<file path="config.mk">
export PLATFORM = sky130hd
export DESIGN_NAME = bbx_front
export DESIGN_NICKNAME = d
export VERILOG_FILES = /design/src/common/bbx_pkg.sv /design/src/hdl/bbx_front.sv
export VERILOG_INCLUDE_DIRS = /design/src /design/src/common
export SDC_FILE = /design/constraint.sdc
export NUM_CORES = 1
export LEC_CHECK = 0
export BUFFER_PORTS_ARGS = -buffer_cell sky130_fd_sc_hd__clkbuf_2
export CAP_MARGIN = 20
export CORE_ASPECT_RATIO = 0.75
export CORE_UTILIZATION = 56
export CTS_CLUSTER_SIZE = 24
export DETAILED_ROUTE_END_ITERATION = 10
export GPL_ROUTABILITY_DRIVEN = 0
export GPL_TIMING_DRIVEN = 1
export PLACE_DENSITY = 0.91
export RECOVER_POWER = 25
export SETUP_SLACK_MARGIN = 0.4
export SLEW_MARGIN = 15
export SYNTH_ARGS = -nofsm -noshare
export SYNTH_HDL_FRONTEND = slang
export SYNTH_SLANG_ARGS = --single-unit
</file>
<file path="constraint.sdc">
create_clock -name core_clk -period 5.3 [get_ports core_clk]
set_clock_uncertainty 0.15 [all_clocks]
set_input_delay 1.325 -clock core_clk [delete_from_list [all_inputs] [get_ports core_clk]]
set_output_delay 1.325 -clock core_clk [all_outputs]
set_load 0.02 [all_outputs]
</file>
<file path="src/common/bbx_defines.svh">
`ifndef BBX_DEFINES_SVH
`define BBX_DEFINES_SVH

// Region bounds
`define BBX_PERI_BB_LO     32'h4000_0000
`define BBX_PERI_BB_HI     32'h400F_FFFF
`define BBX_PERI_AL_LO     32'h4200_0000
`define BBX_PERI_AL_HI     32'h43FF_FFFF
`define BBX_SRAM_BB_LO     32'h2000_0000
`define BBX_SRAM_BB_HI     32'h200F_FFFF
`define BBX_SRAM_AL_LO     32'h2200_0000
`define BBX_SRAM_AL_HI     32'h23FF_FFFF

// Alias offset layout: byte index * 32 + bit index * 4
`define BBX_BIT_LSB        2
`define BBX_BIT_MSB        4
`define BBX_BYTE_LSB       5
`define BBX_BYTE_MSB       24

// Alias read answers
`define BBX_ALIAS_RD_CLR   32'h0000_0000
`define BBX_ALIAS_RD_SET   32'h0000_0001

`endif

</file>
<file path="src/common/bbx_pkg.sv">
package bbx_pkg;

    typedef enum logic [1:0] {
        BBX_SZ_BYTE = 2'h0,
        BBX_SZ_HALF = 2'h1,
        BBX_SZ_WORD = 2'h2
    } bbx_size_t;

    typedef enum logic [2:0] {
        BBX_OP_READ  = 3'h0,
        BBX_OP_WRITE = 3'h1,
        BBX_OP_LDEX  = 3'h2,
        BBX_OP_STEX  = 3'h3,
        BBX_OP_FETCH = 3'h4
    } bbx_op_t;

    // Core side request
    typedef struct packed {
        logic [31:0] addr;
        logic [31:0] wdata;
        bbx_size_t   size;
        bbx_op_t     op;
    } bbx_req_t;

    // Fabric side request
    typedef struct packed {
        logic [31:0] addr;
        logic [31:0] wdata;
        logic [3:0]  strb;
        bbx_size_t   size;
        logic        write;
    } bbx_mreq_t;

endpackage

</file>
<file path="src/hdl/bbx_front.sv">
`timescale 1ns/1ps
`include "bbx_defines.svh"
// Functional notes
// - Direct peripheral bit-band accesses pass as normal peripheral accesses.
// - Peripheral alias data accesses remap; writes become read, modify, write.
// - Instruction fetches into peripheral alias window are refused, not remapped.
// - Alias offset decodes as byte index times 32 plus bit index times 4.
// - Bit index selects one of eight bits in the target byte.
// - SRAM alias base 0x22000000 maps onto bit-band base 0x20000000.
// - Alias write copies write-data bit 0 into the target bit.
// - Alias write ignores write-data bits 31:1.
// - Alias read returns 0 when bit clear, 1 when set.
// - Words are little-endian: byte 0 at lowest address.
// - Load-exclusive returns data and sets the exclusive tag.
// - Store-exclusive status 0 on success with write, 1 on failure, no write.
// - Exclusive pairs work for word, halfword and byte sizes.
// - Clear-exclusive drops the tag.
// - Any store-exclusive drops the tag, pass or fail.
// - Taking an exception drops the tag.
// - Direct bit-band accesses keep their word, halfword or byte size.
module bbx_front (
    // Clock and reset
    input  wire logic              core_clk,
    input  wire logic              rst_n,
    // Core request
    input  wire logic              core_req_valid,
    input  wire bbx_pkg::bbx_req_t core_req,
    output logic                   core_req_ready,
    // Core answer
    output logic                   core_rsp_valid,
    output logic [31:0]            core_rsp_rdata,
    output logic                   core_rsp_fault,
    // Monitor control
    input  wire logic              clear_exclusive_tag,
    input  wire logic              exception_taken,
    // Fabric request
    output logic                   mem_req_valid,
    output bbx_pkg::bbx_mreq_t     mem_req,
    input  wire logic              mem_req_ready,
    // Fabric answer
    input  wire logic              mem_rsp_valid,
    input  wire logic [31:0]       mem_rsp_rdata
);

    typedef enum logic [1:0] {
        BBX_ST_IDLE  = 2'b00,
        BBX_ST_REQ   = 2'b01,
        BBX_ST_WAIT  = 2'b11,
        BBX_ST_RESP  = 2'b10
    } bbx_state_t;

    // Decode of one core request
    typedef struct packed {
        logic        alias_hit;
        logic        fault;
        logic [31:0] base_addr;
        logic [2:0]  bit_idx;
    } bbx_dec_t;

    function automatic logic in_range(input logic [31:0] a, input logic [31:0] lo, input logic [31:0] hi);
        in_range = (a >= lo) && (a <= hi);
    endfunction

    // Byte lanes of an access, little-endian
    function automatic logic [3:0] lane_mask(input logic [1:0] a, input bbx_pkg::bbx_size_t s);
        unique case (s)
            bbx_pkg::BBX_SZ_BYTE: lane_mask = 4'h1 << a;
            bbx_pkg::BBX_SZ_HALF: lane_mask = a[1] ? 4'hC : 4'h3;
            default:              lane_mask = 4'hF;
        endcase
    endfunction

    // Map an alias address to its bit-band byte and bit
    function automatic bbx_dec_t decode(input bbx_pkg::bbx_req_t r);
        bbx_dec_t    d;
        logic        peri;
        logic        sram;
        d = '0;
        peri = in_range(r.addr, `BBX_PERI_AL_LO, `BBX_PERI_AL_HI);
        sram = in_range(r.addr, `BBX_SRAM_AL_LO, `BBX_SRAM_AL_HI);
        d.bit_idx = r.addr[`BBX_BIT_MSB:`BBX_BIT_LSB];
        if (r.op == bbx_pkg::BBX_OP_FETCH) begin
            d.fault = peri;
        end else if (peri) begin
            d.alias_hit = 1'b1;
            d.base_addr = `BBX_PERI_BB_LO | {12'h000, r.addr[`BBX_BYTE_MSB:`BBX_BYTE_LSB]};
        end else if (sram) begin
            d.alias_hit = 1'b1;
            d.base_addr = `BBX_SRAM_BB_LO | {12'h000, r.addr[`BBX_BYTE_MSB:`BBX_BYTE_LSB]};
        end
        decode = d;
    endfunction

    bbx_state_t         state_reg;
    bbx_pkg::bbx_req_t  req_reg;
    bbx_dec_t           dec_reg;
    logic               rmw_reg;
    logic               excl_tag_reg;
    logic [31:0]        excl_addr_reg;
    logic               rsp_valid_reg;
    logic [31:0]        rsp_rdata_reg;
    logic               rsp_fault_reg;
    logic               mem_valid_reg;
    bbx_pkg::bbx_mreq_t mem_req_reg;
    bbx_dec_t           dec_now;
    logic               accept;
    logic               stex_ok;
    logic [7:0]         old_byte;
    logic [7:0]         new_byte;
    logic [1:0]         lane;

    assign dec_now = decode(core_req);
    assign core_req_ready = (state_reg == BBX_ST_IDLE);
    assign accept = core_req_valid && core_req_ready;
    assign stex_ok = excl_tag_reg && (excl_addr_reg == core_req.addr);
    assign lane = dec_reg.base_addr[1:0];
    assign old_byte = mem_rsp_rdata[8*lane +: 8];
    // Only bit 0 of write data reaches the target bit
    always_comb begin
        new_byte = old_byte;
        new_byte[dec_reg.bit_idx] = req_reg.wdata[0];
    end

    // Main sequencer
    always_ff @(posedge core_clk or negedge rst_n) begin
        if (!rst_n) begin
            state_reg     <= BBX_ST_IDLE;
            req_reg       <= '0;
            dec_reg       <= '0;
            rmw_reg       <= 1'b0;
            rsp_valid_reg <= 1'b0;
            rsp_rdata_reg <= '0;
            rsp_fault_reg <= 1'b0;
            mem_valid_reg <= 1'b0;
            mem_req_reg   <= '0;
        end else begin
            rsp_valid_reg <= 1'b0;
            unique case (state_reg)
                BBX_ST_IDLE: begin
                    if (accept) begin
                        req_reg <= core_req;
                        dec_reg <= dec_now;
                        rmw_reg <= 1'b0;
                        if (dec_now.fault) begin
                            rsp_valid_reg <= 1'b1;
                            rsp_fault_reg <= 1'b1;
                            rsp_rdata_reg <= '0;
                        end else if (core_req.op == bbx_pkg::BBX_OP_STEX && !stex_ok) begin
                            rsp_valid_reg <= 1'b1;
                            rsp_fault_reg <= 1'b0;
                            rsp_rdata_reg <= 32'h0000_0001;
                        end else begin
                            state_reg     <= BBX_ST_REQ;
                            mem_valid_reg <= 1'b1;
                            if (dec_now.alias_hit) begin
                                // Byte read first; a write follows as modify and write back
                                mem_req_reg.addr  <= dec_now.base_addr;
                                mem_req_reg.wdata <= '0;
                                mem_req_reg.strb  <= '0;
                                mem_req_reg.size  <= bbx_pkg::BBX_SZ_BYTE;
                                mem_req_reg.write <= 1'b0;
                                rmw_reg <= (core_req.op == bbx_pkg::BBX_OP_WRITE) ||
                                           (core_req.op == bbx_pkg::BBX_OP_STEX);
                            end else begin
                                // Direct pass-through keeps address and size
                                mem_req_reg.addr  <= core_req.addr;
                                mem_req_reg.wdata <= core_req.wdata;
                                mem_req_reg.strb  <= lane_mask(core_req.addr[1:0], core_req.size);
                                mem_req_reg.size  <= core_req.size;
                                mem_req_reg.write <= (core_req.op == bbx_pkg::BBX_OP_WRITE) ||
                                                     (core_req.op == bbx_pkg::BBX_OP_STEX);
                            end
                        end
                    end
                end
                BBX_ST_REQ: begin
                    if (mem_req_ready) begin
                        mem_valid_reg <= 1'b0;
                        state_reg     <= BBX_ST_WAIT;
                    end
                end
                BBX_ST_WAIT: begin
                    if (mem_rsp_valid) begin
                        if (rmw_reg) begin
                            // Write back the modified byte
                            rmw_reg           <= 1'b0;
                            mem_valid_reg     <= 1'b1;
                            mem_req_reg.write <= 1'b1;
                            mem_req_reg.wdata <= {4{new_byte}};
                            mem_req_reg.strb  <= 4'h1 << lane;
                            state_reg         <= BBX_ST_REQ;
                        end else begin
                            state_reg     <= BBX_ST_RESP;
                            rsp_valid_reg <= 1'b1;
                            rsp_fault_reg <= 1'b0;
                            if (req_reg.op == bbx_pkg::BBX_OP_STEX) begin
                                rsp_rdata_reg <= 32'h0000_0000;
                            end else if (dec_reg.alias_hit) begin
                                rsp_rdata_reg <= old_byte[dec_reg.bit_idx] ? `BBX_ALIAS_RD_SET
                                                                           : `BBX_ALIAS_RD_CLR;
                            end else begin
                                rsp_rdata_reg <= mem_rsp_rdata;
                            end
                        end
                    end
                end
                BBX_ST_RESP: begin
                    state_reg <= BBX_ST_IDLE;
                end
            endcase
        end
    end

    // Exclusive monitor tag
    always_ff @(posedge core_clk or negedge rst_n) begin
        if (!rst_n) begin
            excl_tag_reg  <= 1'b0;
            excl_addr_reg <= '0;
        end else if (clear_exclusive_tag || exception_taken) begin
            excl_tag_reg <= 1'b0;
        end else if (accept && core_req.op == bbx_pkg::BBX_OP_STEX) begin
            excl_tag_reg <= 1'b0;
        end else if (accept && core_req.op == bbx_pkg::BBX_OP_LDEX) begin
            excl_tag_reg  <= 1'b1;
            excl_addr_reg <= core_req.addr;
        end
    end

    assign core_rsp_valid = rsp_valid_reg;
    assign core_rsp_rdata = rsp_rdata_reg;
    assign core_rsp_fault = rsp_fault_reg;
    assign mem_req_valid  = mem_valid_reg;
    assign mem_req        = mem_req_reg;
endmodule

</file>
==> results_dict.tcl <==
set metrics [dict create \
    status "finished with violations" \
    violations "capacitance limit, slew limit" \
    syn_inst 703 \
    path_class "input port to register" \
    htree_levels 4 \
    yosys.area.top_type "dfrtp_1" \
    root_buffer "clkbuf_16" \
    worst_slack_ns 1.631 \
    die-area_um2 13400 \
    multiInputGateArea_um2 3227 \
    crit_family "simple AND/OR/NAND/NOR gates" \
    tightest_slew_ns 2.715 \
    regArea_um2 3804 \
    cts_resized 0 \
    peakVddDrop_mv 0.3844 \
    io_buffers 214 \
    largest_reg_flops 71 \
    die_w_um 133.3 \
    syn_nets 815 \
    final_common_cell "clkbuf_2" \
    first_pass_iters 5 \
    ioPinCount 215 \
    drive_above_1_share_pct 35.33 \
    tns_ns 0 \
    coreArea_um2 12440 \
    synthFlopType "dfrtp_1" \
    slowest_delay_ns 0.69 \
    numCtsBuffers 17 \
    nets 1017 \
    synth.distinct_cells 47 \
    crit_fanout 43 \
    post_drt_wl_per_cell_um 18.96 \
    finalSetupViolCount 0 \
    antenna_found_initial 0 \
    grt_max_degree 110 \
    finalCriticalPeriod_ns 3.669 \
    num_vias 6218 \
    fmax_ghz 0.2726 \
    cp.arrival_ns 3.84 \
    rows 35 \
    yosysWarnings 0 \
    cts_tree "yes" \
    hold_buffers 0 \
    path_cells "clkbuf_2 -> or4_1 -> nor3_1 -> nor4_4 -> nand3_2 -> a21o_2 -> buf_4 -> nand2_1 -> o21ai_0" \
    preCtsSetupSlack_ns 1.014 \
    hp-start "mem_req[44]$_DFFE_PN0P_" \
    dieHeight_um 100.5 \
    grt_overflow 0 \
    grt_pass1_vias 5915 \
    netlist_area_um2 7243 \
    cts_sinks 152 \
    clkLatencyLatePin_ns 0.42 \
    reg2reg_slack_ns 1.95 \
    antenna_cells 0 \
    start_kind "input port" \
    cap_violations 1 \
    clockBufferDepth 2 \
    grt_pass1_wl_mm 31.19 \
    start_util_pct 58.24 \
    max-slew-margin-rel_pct -81.00 \
    ys_seq_area_share_pct 52.51 \
    post_cts_buffers 0 \
    clkTransAtPathRegs_ns 0.06 \
    finalHoldViolCount 0 \
    cp.required_ns 5.47 \
    startpoint "core_req[68]" \
    drc_errors 0 \
    dp.cells 1051 \
    netlist_top_cells_area "dfrtp_1 (53%), mux2_2 (8.1%), nand2_1 (7.6%), o21ai_0 (4.7%), xnor2_1 (3.4%)" \
    stdcell_count 1083 \
    drv_slew 110 \
    synth_seq_cells 152 \
    synth_area_per_cell_um2 10.30 \
    pwr_density_cell_nw_per_um2 627.2 \
    p_leak_nw 4.327 \
    async_flop_share_pct 100.0 \
    cp-end-kind "register" \
    slowest_stage "a21o_2" \
    timing.rr.start "state_reg[1]$_DFFE_PN0P_" \
    fillers 833 \
    drt-vias-per-instance 5.741 \
    holdCritPathClass "register to register" \
    routed_wirelength_mm 20.54 \
    synth-edff-count 0 \
    finalCritPeriodShare_pct 69.23 \
    ant_nets 0 \
    worst-path-buf-inv 2 \
    hpwl_mm 14.24 \
    grt.total_usage_pct 30.92 \
    rsz0062_at_grt "no" \
    layout_common_cells "clkbuf_2 (214), dfrtp_1 (152), nand2_1 (146)" \
    dr.first_iter.drc_count 608 \
    syn_to_final_growth_pct 25.03 \
    synth_top_area_share_pct 52.51 \
]
synthesized netlist by cell type (9+ instances only):
cell	number
clkbuf_1	23
mux4_2	10
mux2_2	52
xnor2_1	28
a21oi_1	42
nand2_1	146
nor2_1	48
o21ai_0	68
dfrtp_1	152
inv_1	9
mux2i_1	21
buf_2	10
where the power goes:
group	switching, mW	internal, mW
logic	1.58	0.843
clock network	0.477	0.800
registers	0.331	1.65
total	2.39	3.29
routing by layer:
metal / GRT usage (%) / wire length, um / up-vias
met4: 11.36 / 604 / 0
met2: 49.76 / 9861 / 336
met5: 0 / 0 / -
met1: 41.38 / 8385 / 3004
li1: - / - / 2822
met3: 7.190 / 1685 / 56
metrics by stage:
stage	instance area, um^2	utilization [%]	hold slack, ns	total power, mW
6_report	9056	72.82	0.3253	5.680
5_1_grt	9056	72.82	0.3574	6.012
4_1_cts	9035	72.65	0.3322	5.634
3_5_place_dp	8417	67.68	0.3192	4.327
3_3_place_gp	8417	67.68	0.3107	4.218
2_1_floorplan	7243	-	0.3202	3.522
cell type report:
class                   count  share of cell area (%)
flip-flops and latches    152                   42.00
multi-input cells         501                   35.63
repair buffers            224                   12.88
clock buffers              20                   4.932
well taps                 166                   2.293
clock inverters            11                   1.893
inverters                   9                  0.3730
worst paths after layout:
path                                             endpoint  cells after the start
max                               mem_req[61]$_DFFE_PN0P_                      9
min                               mem_req[44]$_DFFE_PN0P_                      2
max reg2reg                       mem_req[31]$_DFFE_PN0P_                      8
min reg2reg                       mem_req[44]$_DFFE_PN0P_                      2
max in group asynchronous          mem_req[2]$_DFFE_PN0P_                      1
min in group asynchronous  core_rsp_rdata[31]$_DFFE_PN0P_                      1
tightest hold or removal path, cell delays in order, from the launching register on:
cell and delay [ns]:
dfrtp_1 0.34, nand2_1 0.05, o21ai_0 0.06
cells by family (layout without fill, tap and decap cells):
logic type                 count (synthesis)  in the layout  synth area share [%]
DFF                                      152            152                 52.51
and+or+nand+nor                          241            241                 14.61
muxes                                     83             83                 14.10
adders and majority gates                  4              4                0.6910
buffers and inverters                     50            264                 3.127
AOI/OAI and AO/OA                        141            141                 11.09
xor gates and xnor gates                  32             32                 3.869
(Power assumes the default switching activity.)
